<file path="src/shared/cs_pkg.sv">
// constants for the lower, mid-range and peripheral chip-select decoder
package cs_pkg;

  // control block offsets of the four select registers
  localparam logic [7:0] OFS_LOWER_MEMORY_LIMIT = 8'hA2;
  localparam logic [7:0] OFS_PERIPHERAL_BASE_READY = 8'hA4;
  localparam logic [7:0] OFS_MIDRANGE_BASE_READY = 8'hA6;
  localparam logic [7:0] OFS_MIDRANGE_SIZE_PERIPH_MODE = 8'hA8;

  // register contents are undefined after reset; zero is used so state is known
  localparam logic [15:0] REG_RESET_VALUE = 16'h0000;

  // ready_mode_field position, shared by all four registers
  localparam int READY_LSB = 0;
  localparam int READY_MSB = 2;
  // top bit of a ready field: set means external ready is ignored
  localparam int READY_IGNORE_BIT = 2;

  // lower limit field: register bits 15..6 against address bits 19..10
  localparam int LOWER_LIMIT_LSB = 6;
  localparam int LOWER_LIMIT_MSB = 15;
  // low register bits taken as ones when comparing
  localparam logic [5:0] LOWER_FILL_ONES = 6'h3F;

  // mid-range base field: register bits 15..9 give address bits 19..13
  localparam int MID_BASE_LSB = 9;
  localparam int MID_BASE_MSB = 15;
  // mid-range one-hot size field, bits 14..8, 8K at bit 8 up to 512K at bit 14
  localparam int MID_SIZE_LSB = 8;
  localparam int MID_SIZE_MSB = 14;
  localparam int MID_SIZE_COUNT = 7;
  // address bit where the smallest (8K) total block begins
  localparam int MID_BLOCK_SHIFT = 13;
  localparam int MID_SELECT_COUNT = 4;

  // peripheral base field: register bits 15..6 give address bits 19..10
  localparam int PERI_BASE_LSB = 6;
  localparam int PERI_BASE_MSB = 15;
  localparam int PERI_SELECT_COUNT = 7;
  // lines from this index up take their ready mode from the mid-range size register
  localparam int PERI_UPPER_GROUP = 4;
  // bits of the mid-range size register that steer the peripheral selects
  localparam int EXTEND_SELECT_COUNT_BIT = 7;
  localparam int PERIPH_SPACE_SELECT_BIT = 6;
  // lines replaced by latched A1 and A2 when extend_select_count is clear
  localparam int PERI_A1_LINE = 5;
  localparam int PERI_A2_LINE = 6;

endpackage : cs_pkg

</file>
<file path="src/logic/lower_mid_periph_chip_select.sv">
// chip-select decoder for the lower, mid-range and peripheral address ranges
`timescale 1ns/1ps

// Summary of operation
// - lower range always starts at address zero
// - lower limit encodes 1K to 256K blocks
// - lower select idle until its register accessed
// - lower hit when upper address bits at or below limit
// - lower register low bits give ready mode
// - one-hot size field sets mid-range block size
// - mid block split into four equal quarters
// - base bits give A19..A13, low bits zero
// - mid selects idle until both registers accessed
// - mid base ready bits cover all four lines
// - seven peripheral selects of 128 bytes each
// - peripheral base bits give address bits 19..10
// - line n covers base plus 128n block
// - extend clear makes lines five, six latched A1/A2
// - space bit picks memory or I/O peripherals
// - peripheral selects idle until both registers accessed
// - ready mode split between lines 0-3, 4-6
// - ready field gives waits and external ready use
// - selects follow CPU and DMA cycles alike
// - all selects inactive high during reset
module lower_mid_periph_chip_select
  import cs_pkg::*;
(
  input wire logic ref_clk,
  input wire logic arst_n,
  // control block register port
  input wire logic reg_sel,
  input wire logic reg_wr,
  input wire logic [7:0] reg_addr,
  input wire logic [15:0] reg_wdata,
  output logic [15:0] reg_rdata,
  // bus cycle address phase, from the core or the DMA unit
  input wire logic cyc_valid,
  input wire logic cyc_is_mem,
  input wire logic [19:0] cyc_addr,
  // select outputs, active low
  output logic low_mem_select_n,
  output logic [3:0] midrange_select_n,
  output logic [6:0] peripheral_select_n,
  // ready mode of the range hit by the current cycle
  output logic ready_valid,
  output logic [2:0] ready_mode_field,
  output logic [1:0] wait_states,
  output logic ext_ready_used
);

  // stored register images
  // software sees no defined value after reset; they clear to zero here only
  // to keep the model free of unknowns, and the access flags below, not these
  // values, keep the selects dark
  logic [15:0] lower_memory_limit_r; // upper limit and ready mode of lower range
  logic [15:0] peripheral_base_ready_r; // peripheral base and ready for lines 0-3
  logic [15:0] midrange_base_ready_r; // mid-range base and ready mode
  logic [15:0] midrange_size_periph_mode_r; // mid size, extend, space, ready 4-6

  // one flag per register, set by the first read or write after reset
  // the mid-range size flag gates both the mid-range and the peripheral
  // lines, since that register steers both ranges
  logic lower_acc_r;
  logic peri_acc_r;
  logic mid_base_acc_r;
  logic mid_size_acc_r;

  // output flops
  // every pin leaves from a flop so no select glitches while the decode
  // settles; the price is one cycle of latency on every select
  logic [15:0] reg_rdata_r;
  logic low_sel_n_r;
  logic [3:0] mid_sel_n_r;
  logic [6:0] peri_sel_n_r;
  logic latched_a1_r; // address bit 1 caught at each address phase
  logic latched_a2_r; // address bit 2 caught at each address phase
  logic ready_valid_r;
  logic [2:0] ready_mode_r;
  logic [1:0] wait_states_r;
  logic ext_ready_used_r;

  // decode results for the current address phase
  // combinational hits, turned into pins at the next edge
  logic low_hit;
  logic mid_hit;
  logic [1:0] mid_quarter;
  logic [6:0] peri_hit;
  logic peri_any;
  logic peri_upper;
  logic [2:0] ready_sel;
  logic any_hit;

  // register port strobes
  // reg_sel qualifies every strobe; an unmapped offset touches nothing
  logic acc_lower;
  logic acc_peri;
  logic acc_mid_base;
  logic acc_mid_size;

  // true when the port addresses the register at the given offset
  // one compare shared by all four strobes so the offsets decode alike
  function automatic logic reg_match(input logic [7:0] addr, input logic [7:0] ofs);
    reg_match = (addr == ofs);
  endfunction : reg_match

  // number of wait states carried by a ready field
  // two low bits give 0 to 3 inserted waits, whatever the top bit says
  function automatic logic [1:0] ready_waits(input logic [2:0] field);
    ready_waits = field[1:0];
  endfunction : ready_waits

  // external ready counts unless the top bit of the field is set
  function automatic logic ready_ext(input logic [2:0] field);
    ready_ext = ~field[READY_IGNORE_BIT];
  endfunction : ready_ext

  // a read and a write both count as an access
  assign acc_lower = reg_sel & reg_match(reg_addr, OFS_LOWER_MEMORY_LIMIT);
  assign acc_peri = reg_sel & reg_match(reg_addr, OFS_PERIPHERAL_BASE_READY);
  assign acc_mid_base = reg_sel & reg_match(reg_addr, OFS_MIDRANGE_BASE_READY);
  assign acc_mid_size = reg_sel & reg_match(reg_addr, OFS_MIDRANGE_SIZE_PERIPH_MODE);

  // register writes; only legal patterns are expected, the hardware does not check
  // a write to an unmapped offset is dropped without any answer
  always_ff @(posedge ref_clk or negedge arst_n) begin
    if (!arst_n) begin
      lower_memory_limit_r <= REG_RESET_VALUE;
      peripheral_base_ready_r <= REG_RESET_VALUE;
      midrange_base_ready_r <= REG_RESET_VALUE;
      midrange_size_periph_mode_r <= REG_RESET_VALUE;
    end else if (reg_wr) begin
      if (acc_lower) begin
        lower_memory_limit_r <= reg_wdata;
      end
      if (acc_peri) begin
        peripheral_base_ready_r <= reg_wdata;
      end
      if (acc_mid_base) begin
        midrange_base_ready_r <= reg_wdata;
      end
      if (acc_mid_size) begin
        midrange_size_periph_mode_r <= reg_wdata;
      end
    end
  end

  // access flags keep each range dark until software has touched its registers
  // flags only ever set; reset alone clears them, so no set/clear race exists
  always_ff @(posedge ref_clk or negedge arst_n) begin
    if (!arst_n) begin
      lower_acc_r <= 1'b0;
      peri_acc_r <= 1'b0;
      mid_base_acc_r <= 1'b0;
      mid_size_acc_r <= 1'b0;
    end else begin
      if (acc_lower) begin
        lower_acc_r <= 1'b1;
      end
      if (acc_peri) begin
        peri_acc_r <= 1'b1;
      end
      if (acc_mid_base) begin
        mid_base_acc_r <= 1'b1;
      end
      if (acc_mid_size) begin
        mid_size_acc_r <= 1'b1;
      end
    end
  end

  // read data, registered; unmapped offsets answer zero
  // a write leaves the read data alone, so the last read stays visible
  always_ff @(posedge ref_clk or negedge arst_n) begin
    if (!arst_n) begin
      reg_rdata_r <= 16'h0000;
    end else if (reg_sel && !reg_wr) begin
      if (acc_lower) begin
        reg_rdata_r <= lower_memory_limit_r;
      end else if (acc_peri) begin
        reg_rdata_r <= peripheral_base_ready_r;
      end else if (acc_mid_base) begin
        reg_rdata_r <= midrange_base_ready_r;
      end else if (acc_mid_size) begin
        reg_rdata_r <= midrange_size_periph_mode_r;
      end else begin
        reg_rdata_r <= 16'h0000;
      end
    end
  end

  // lower range: base fixed at zero, so only the upper bound is compared
  // six implied ones sit below the limit, so the smallest block is 1K;
  // an I/O cycle never reaches this range
  always_comb begin
    low_hit = cyc_valid & cyc_is_mem & lower_acc_r
      & (cyc_addr[19:4] <= {lower_memory_limit_r[LOWER_LIMIT_MSB:LOWER_LIMIT_LSB], LOWER_FILL_ONES});
  end

  // mid range: the set size bit decides how many base bits are compared
  // and which two address bits pick the quarter; a bad size field gives
  // the last matching bit, which is as good as any since it is unsupported
  // base bits below the block size are ignored, so a misaligned base
  // simply snaps down to the block boundary
  always_comb begin
    logic [6:0] keep;
    logic [6:0] base;
    mid_hit = 1'b0;
    mid_quarter = 2'b00;
    keep = 7'h00;
    base = midrange_base_ready_r[MID_BASE_MSB:MID_BASE_LSB];
    for (int k = 0; k < MID_SIZE_COUNT; k++) begin
      if (midrange_size_periph_mode_r[MID_SIZE_LSB + k]) begin
        keep = 7'h7F << k;
        mid_quarter = cyc_addr[MID_BLOCK_SHIFT - 1 + k -: 2];
      end
    end
    mid_hit = cyc_valid & cyc_is_mem & mid_base_acc_r & mid_size_acc_r
      & (keep != 7'h00)
      & (((cyc_addr[19:13] ^ base) & keep) == 7'h00);
  end

  // peripheral range: seven 128-byte lines in the 1K window at the base
  // lines five and six count as hits only while they are selects, so a
  // latched address bit never claims a ready field
  generate
    for (genvar n = 0; n < PERI_SELECT_COUNT; n++) begin : g_peri
      always_comb begin
        peri_hit[n] = cyc_valid & peri_acc_r & mid_size_acc_r
          & (cyc_is_mem == midrange_size_periph_mode_r[PERIPH_SPACE_SELECT_BIT])
          & (cyc_addr[19:10] == peripheral_base_ready_r[PERI_BASE_MSB:PERI_BASE_LSB])
          & (cyc_addr[9:7] == 3'(n))
          & (midrange_size_periph_mode_r[EXTEND_SELECT_COUNT_BIT] | (n < PERI_A1_LINE));
      end
    end
  endgenerate

  assign peri_any = |peri_hit;
  assign peri_upper = |peri_hit[6:PERI_UPPER_GROUP];
  assign any_hit = low_hit | mid_hit | peri_any;

  // ready field of the range hit; lower wins over mid, mid over peripheral
  // overlaps are not policed; software keeps ranges apart, and this order
  // only decides which ready field wins when it does not
  always_comb begin
    if (low_hit) begin
      ready_sel = lower_memory_limit_r[READY_MSB:READY_LSB];
    end else if (mid_hit) begin
      ready_sel = midrange_base_ready_r[READY_MSB:READY_LSB];
    end else if (peri_upper) begin
      ready_sel = midrange_size_periph_mode_r[READY_MSB:READY_LSB];
    end else if (peri_any) begin
      ready_sel = peripheral_base_ready_r[READY_MSB:READY_LSB];
    end else begin
      ready_sel = 3'h0;
    end
  end

  // lower select flop, high in reset and between cycles
  // reset drives the select high at once, not at the next edge
  always_ff @(posedge ref_clk or negedge arst_n) begin
    if (!arst_n) begin
      low_sel_n_r <= 1'b1;
    end else begin
      low_sel_n_r <= ~low_hit;
    end
  end

  // mid-range select flops, one line per quarter
  // each line compares its own quarter index, so at most one line drops
  generate
    for (genvar q = 0; q < MID_SELECT_COUNT; q++) begin : g_mid
      always_ff @(posedge ref_clk or negedge arst_n) begin
        if (!arst_n) begin
          mid_sel_n_r[q] <= 1'b1;
        end else begin
          mid_sel_n_r[q] <= ~(mid_hit & (mid_quarter == 2'(q)));
        end
      end
    end
  endgenerate

  // latched A1/A2, caught at every address phase like an address latch
  // the latch follows every cycle, selected or not, so the bits match the
  // address the outside peripheral sees
  always_ff @(posedge ref_clk or negedge arst_n) begin
    if (!arst_n) begin
      latched_a1_r <= 1'b1;
      latched_a2_r <= 1'b1;
    end else if (cyc_valid) begin
      latched_a1_r <= cyc_addr[1];
      latched_a2_r <= cyc_addr[2];
    end
  end

  // peripheral select flops; the two top lines may carry address bits instead
  always_ff @(posedge ref_clk or negedge arst_n) begin
    if (!arst_n) begin
      peri_sel_n_r <= 7'h7F;
    end else begin
      peri_sel_n_r <= ~peri_hit;
      // the mode bit means nothing until the size register is touched, so
      // lines five and six stay idle like the other peripheral lines till then
      if (mid_size_acc_r && !midrange_size_periph_mode_r[EXTEND_SELECT_COUNT_BIT]) begin
        // address bits show the value caught in this same cycle
        peri_sel_n_r[PERI_A1_LINE] <= cyc_valid ? cyc_addr[1] : latched_a1_r;
        peri_sel_n_r[PERI_A2_LINE] <= cyc_valid ? cyc_addr[2] : latched_a2_r;
      end
    end
  end

  // ready mode outputs for the wait-state generator outside this block
  // they line up with the selects and only carry meaning while
  // ready_valid is high
  always_ff @(posedge ref_clk or negedge arst_n) begin
    if (!arst_n) begin
      ready_valid_r <= 1'b0;
      ready_mode_r <= 3'h0;
      wait_states_r <= 2'h0;
      ext_ready_used_r <= 1'b1;
    end else begin
      ready_valid_r <= any_hit;
      ready_mode_r <= ready_sel;
      wait_states_r <= ready_waits(ready_sel);
      ext_ready_used_r <= ready_ext(ready_sel);
    end
  end

  // every output comes straight from a flop
  // port names stay apart from flop names so the flops keep the _r mark
  assign reg_rdata = reg_rdata_r;
  assign low_mem_select_n = low_sel_n_r;
  assign midrange_select_n = mid_sel_n_r;
  assign peripheral_select_n = peri_sel_n_r;
  assign ready_valid = ready_valid_r;
  assign ready_mode_field = ready_mode_r;
  assign wait_states = wait_states_r;
  assign ext_ready_used = ext_ready_used_r;

endmodule : lower_mid_periph_chip_select

</file>
<file path="config.mk">
export PLATFORM = sky130hd
export DESIGN_NAME = lower_mid_periph_chip_select
export DESIGN_NICKNAME = d
export VERILOG_FILES = /design/src/shared/cs_pkg.sv /design/src/logic/lower_mid_periph_chip_select.sv
export SDC_FILE = /design/constraint.sdc
export NUM_CORES = 1
export LEC_CHECK = 0
export ABC_CLOCK_PERIOD_IN_PS = 3000
export BUFFER_PORTS_ARGS = -buffer_cell sky130_fd_sc_hd__clkbuf_2
export CAP_MARGIN = 20
export CORE_AREA = 2 2 98 100
export CTS_CLUSTER_SIZE = 28
export DETAILED_ROUTE_END_ITERATION = 12
export DIE_AREA = 0 0 100 102
export PLACE_DENSITY = 0.79
export SLEW_MARGIN = 20
export SYNTH_ARGS = -nofsm -noshare
export SYNTH_HDL_FRONTEND = slang
export SYNTH_SLANG_ARGS = --single-unit
</file>
<file path="constraint.sdc">
create_clock -name ref_clk -period 3 [get_ports ref_clk]
set_input_delay 0.45 -clock ref_clk [delete_from_list [all_inputs] [get_ports ref_clk]]
set_output_delay 0.45 -clock ref_clk [all_outputs]
set_load 0.01 [all_outputs]
</file>
# == Word level (Yosys, flattened, before mapping) ==
# Index checks and enable logic that the tools add are counted.
# Widths: inputs -> output; s select.
# classes
order_cmp,1
n_eq_ne,15
reduce_logical,14
bitwise,39
n_mux,25
# ops
cell,n
$mux 16,4
$mux 7,7
$eq 8x8->1 const B,4
$and 1x1->1,28
$le 16x16->1,1
$mux 2,8
$mux 3,4
$eq 10x10->1,1
$eq 3x3->1 const B,3
$reduce_and 2->1,4
$and 7x7->7,1
$logic_not 7->1,1
$not 7->7,1
$reduce_bool 7->1,1
$reduce_or 7->1,1
$xor 7x7->7,1
$eq 3x2->1 const B,2
$not 1->1,6
$eq 2x2->1 const B,2
$eq 3x1->1 const B,1
$logic_not 3->1,1
$reduce_or 3->1,1
$eq 2x1->1 const B,1
$logic_and 1x1->1,2
5 further kinds,8
# word_totals
register_bits,105
out_inout_bits,35
in_bits,50
word_cells,115

# == Longest topological paths before layout ==
# logic_depth
ltp_word,13
ltp_mapped,8
mapped_depth_nobuf,7

# == Worst setup path before layout ==
# No wires, ideal clock.
# synth_path
kind,input -> register
start,input port reg_addr[0]
end,register lower_memory_limit_r[10]
stages,7
path_buffers,2
path_slack_ps,562
t_arrival_ps,2313
path_cell_list,or2_2 or4b_4 nor2_2 and2_1 buf_2 buf_4 mux2_2
# synth_via
elab_chain_len,3
# synth_lines
item,line,rtl
from (decl),lower_mid_periph_chip_select.sv:33,"input wire logic [7:0] reg_addr,"
$eq 8x8->1,lower_mid_periph_chip_select.sv:103,reg_match = (addr == ofs);
$and 1x1->1,lower_mid_periph_chip_select.sv:118,"assign acc_lower = reg_sel & reg_match(reg_addr, OFS_LOWER_MEMORY_LIMIT);"
$reduce_and 2->1 (no source line),n/a,
to (signal assigned),lower_mid_periph_chip_select.sv:133,lower_memory_limit_r <= reg_wdata;
to (decl),lower_mid_periph_chip_select.sv:55,logic [15:0] lower_memory_limit_r;
# Every way passes these cells.
# A chain may end at the register's enable or synchronous reset.

# == Worst setup path after layout ==
# layout_path
start,register midrange_size_periph_mode_r[14]
end,register ext_ready_used_r (netlist: ext_ready_used)
# layout_via
elab_chain_len,7
# layout_lines
item,line,rtl
from (decl),lower_mid_periph_chip_select.sv:58,logic [15:0] midrange_size_periph_mode_r;
from (signal assigned),lower_mid_periph_chip_select.sv:142,midrange_size_periph_mode_r <= reg_wdata;
$mux 7 *,lower_mid_periph_chip_select.sv:212,if (midrange_size_periph_mode_r[MID_SIZE_LSB + k]) begin
$reduce_bool 7->1 / $and 7x7->7 (equally long branches),"lower_mid_periph_chip_select.sv:218, lower_mid_periph_chip_select.sv:219",
$and 1x1->1 / $logic_not 7->1 (equally long branches),"lower_mid_periph_chip_select.sv:218, lower_mid_periph_chip_select.sv:219",
$and 1x1->1 *,lower_mid_periph_chip_select.sv:219,& (((cyc_addr[19:13] ^ base) & keep) == 7'h00);
$mux 3 *,lower_mid_periph_chip_select.sv:247,end else if (mid_hit) begin
$mux 3 *,lower_mid_periph_chip_select.sv:245,if (low_hit) begin
$not 1->1 *,lower_mid_periph_chip_select.sv:114,ready_ext = ~field[READY_IGNORE_BIT];
to (signal assigned),lower_mid_periph_chip_select.sv:324,ext_ready_used_r <= ready_ext(ready_sel);
to (decl),lower_mid_periph_chip_select.sv:80,logic ext_ready_used_r;
# Every way passes the cells marked *; elsewhere a longest branch is shown, timed or not.

==> flow_summary.ini <==
[cells_and_area]
final_common_cell = dfrtp_1
final_cell_mix = 88 x dfrtp_1, 81 x clkbuf_2, 66 x mux2_2
nets = 578
final_layout_size_suffix_gt1_share_pct = 38.24
antenna_cells = 0
layoutNonFillerInstCount = 634
syn_to_final_growth_pct = 15.01

[drt]
drtIter0Drc = 251
via_per_inst = 6.109
ant_nets = 0
num_vias = 3873
dr.pass1.iters = 5
drt-total-wl_um = 12370
drcViolationCount = 0
wl_per_cell_um = 19.50

[sta]
fin_crit_sh_pct = 79.15
max_freq_ghz = 0.4211
slew_viol_final = 0
fin_crit_ns = 2.375
tns_ns = 0
max_slew_margin_pct = 41.96
worst_slew_pin_slew_ns = 0.8685
setup_ws_ns = 0.6255
hold_violations = 0
fin_skew_ns = 0.01171
rsz0062_at_grt = no
finalSetupViolations = 0

[synth]
synth_area_um2 = 5051
avgSynthCellArea_um2 = 11.53
synth_warnings = 0
ys_ff_latch = 103
synth_edf_count = 0
ys_types = 50
synth_ff_type = dfrtp_1
synth_fp_nets = 498
syn_inst = 438
async_reset_ff_share_pct = 100.0
yosysSeqAreaShare_pct = 51.40

[clock_tree]
cts_resized = 0
root_buffer = clkbuf_8
htree_levels = 3
cts_sinks = 103
cts_tree = built
clk_path_buf_depth = 2
cts_setup_buffers = 0
postCtsHoldBufs = 0
clkTransAtPathRegs_ns = 0.09
clkLatencyLatePin_ns = 0.36
cts_buffers = 9

[grt]
use_met3_pct = 2.804
gr-total-overflow = 0
use_met1_pct = 32.10
use_met2_pct = 41.37
grt_max_degree = 58
antenna_found_initial = 0
grt_pass1_vias = 3858
grt_pass1_wl_um = 19210
grt.busiest_layer = met2
track_usage_pct = 24.69

[die]
io_pins = 85
die_h_um = 102
start_util_pct = 55.45
dieArea_um2 = 10200
core-area_um2 = 9109
fp.dieW_um = 100
rows = 35

[critical_path]
crit_path_cell_trace = or3_4 -> or4_4 -> a22o_4 -> or3_1 -> a31o_1
start_kind = flop
crit_path_end_kind = flop
slowest_stage = or4_4
path_max_fanout = 9
required_ns = 3.30
cp_slowest_stage_delay_ns = 0.50
path_class = flop to flop
arrival_ns = 2.68

[place]
dp_cells = 618
portBuffers = 82
dp_hpwl_um = 8593
routabilityCongestion = 0.9244
place_ws_ns = 0.6002

[power]
power.leakage_uw = 0.002768
powerDensity_nw_per_um2 = 463.4
peakVddDrop_uv = 216.6

[worst_hold_path]
hold_class = input port to async pin

[outcome]
outcome = complete, no violations

[job]
cap_violations = 0
## critical path, delay by kind of cell, from the launching register on
family	cells	cell delay [ns]
and+or+nand+nor	3	1.32
AOI/OAI and AO/OA	2	0.53
DFF	1	0.47
## registers in the layout (all words and copies together) (netlist names), 2 cells and up
register                     cells
midrange_select_n                4
peripheral_select_n              7
midrange_size_periph_mode_r     16
reg_rdata                       16
lower_memory_limit_r            16
ready_mode_field                 2
midrange_base_ready_r           16
peripheral_base_ready_r         16
## final cells by class
class                           count  area (µm²)
Multi-Input combinational cell    294        2280
Fill cell                         702        3299
Tap cell                          111       138.9
Clock buffer                       12       135.1
Inverter                           19       71.32
Sequential cell                   103        2596
Clock inverter                      4       95.09
Timing Repair Buffer               91       493.0
## cell families after synthesis
group | count (synthesis) | share of synthesized area, %
buffers and inverters | 41 | 3.468
multiplexers | 66 | 14.71
AND/OR/NAND/NOR | 112 | 11.79
AO/OA/AOI/OAI | 87 | 12.83
XOR/XNOR | 18 | 3.121
flip-flops | 103 | 51.40
adder cells (fa/ha/maj) | 11 | 2.675
## metrics by stage
step | hold WS (ns) | cell area [µm²] | utilization, % | total power (µW)
final | 0.07606 | 5809 | 63.78 | 2692
after global routing | 0.1161 | 5809 | 63.78 | 2780
after global placement | 0.4483 | 5579 | 61.25 | 1692
after detailed placement | 0.4489 | 5579 | 61.25 | 1704
after floorplan | 0.1544 | 5051 | - | 1582
after CTS | 0.09144 | 5809 | 63.78 | 2702
## cells in the mapped netlist, types with 5 or more instances
cell type	number	area share, %
dfrtp_1	88	44
mux2_2	66	15
nand2_1	33	2.5
nor2_1	22	1.6
inv_1	19	1.4
o31ai_1	17	2.5
a211oi_1	16	2.4
a22o_1	16	2.8
clkbuf_1	16	1.2
dfstp_2	15	7.8
xnor2_1	14	2.4
a21oi_1	12	1.2
ha_1	10	2.5
nand4_1	8	0.99
nand2b_1	6	0.74
nor3_1	6	0.59
or2_2	6	0.74
a31oi_1	5	0.62
## layer usage
metal | share of wire, % | vias to the layer above | routed length, µm
met5 | 0 | - | 0
met4 | 3.3 | 0 | 413
met3 | 6.1 | 33 | 750
met2 | 48 | 166 | 5951
met1 | 42 | 1923 | 5250
li1 | - | 1751 | -
## path summary, 6_finish.rpt
path	start	endpoint	slack, ns	cells past startpoint
max in group asynchronous	arst_n	reg_rdata[6]	2.20	2
worst min-delay path	arst_n	reg_rdata[8]	0.08	1
worst min register to register	peri_acc_r	peri_acc_r	0.48	1
min in group ref_clk	cyc_addr[8]	peripheral_select_n[3]	0.33	2
worst max-delay path	midrange_size_periph_mode_r[14]	ext_ready_used	0.63	5
worst max register to register	midrange_size_periph_mode_r[14]	ext_ready_used	0.63	5
## power breakdown
part / leakage [µW] / switching, µW / internal [µW] / total (µW)
Sequential: 0.00138 / 26.4 / 1420 / 1450
Combinational: 0.00127 / 133 / 96.5 / 230
Clock: 0.000115 / 457 / 555 / 1010
Total: 0.00277 / 617 / 2080 / 2690
(Power assumes the default switching activity.)
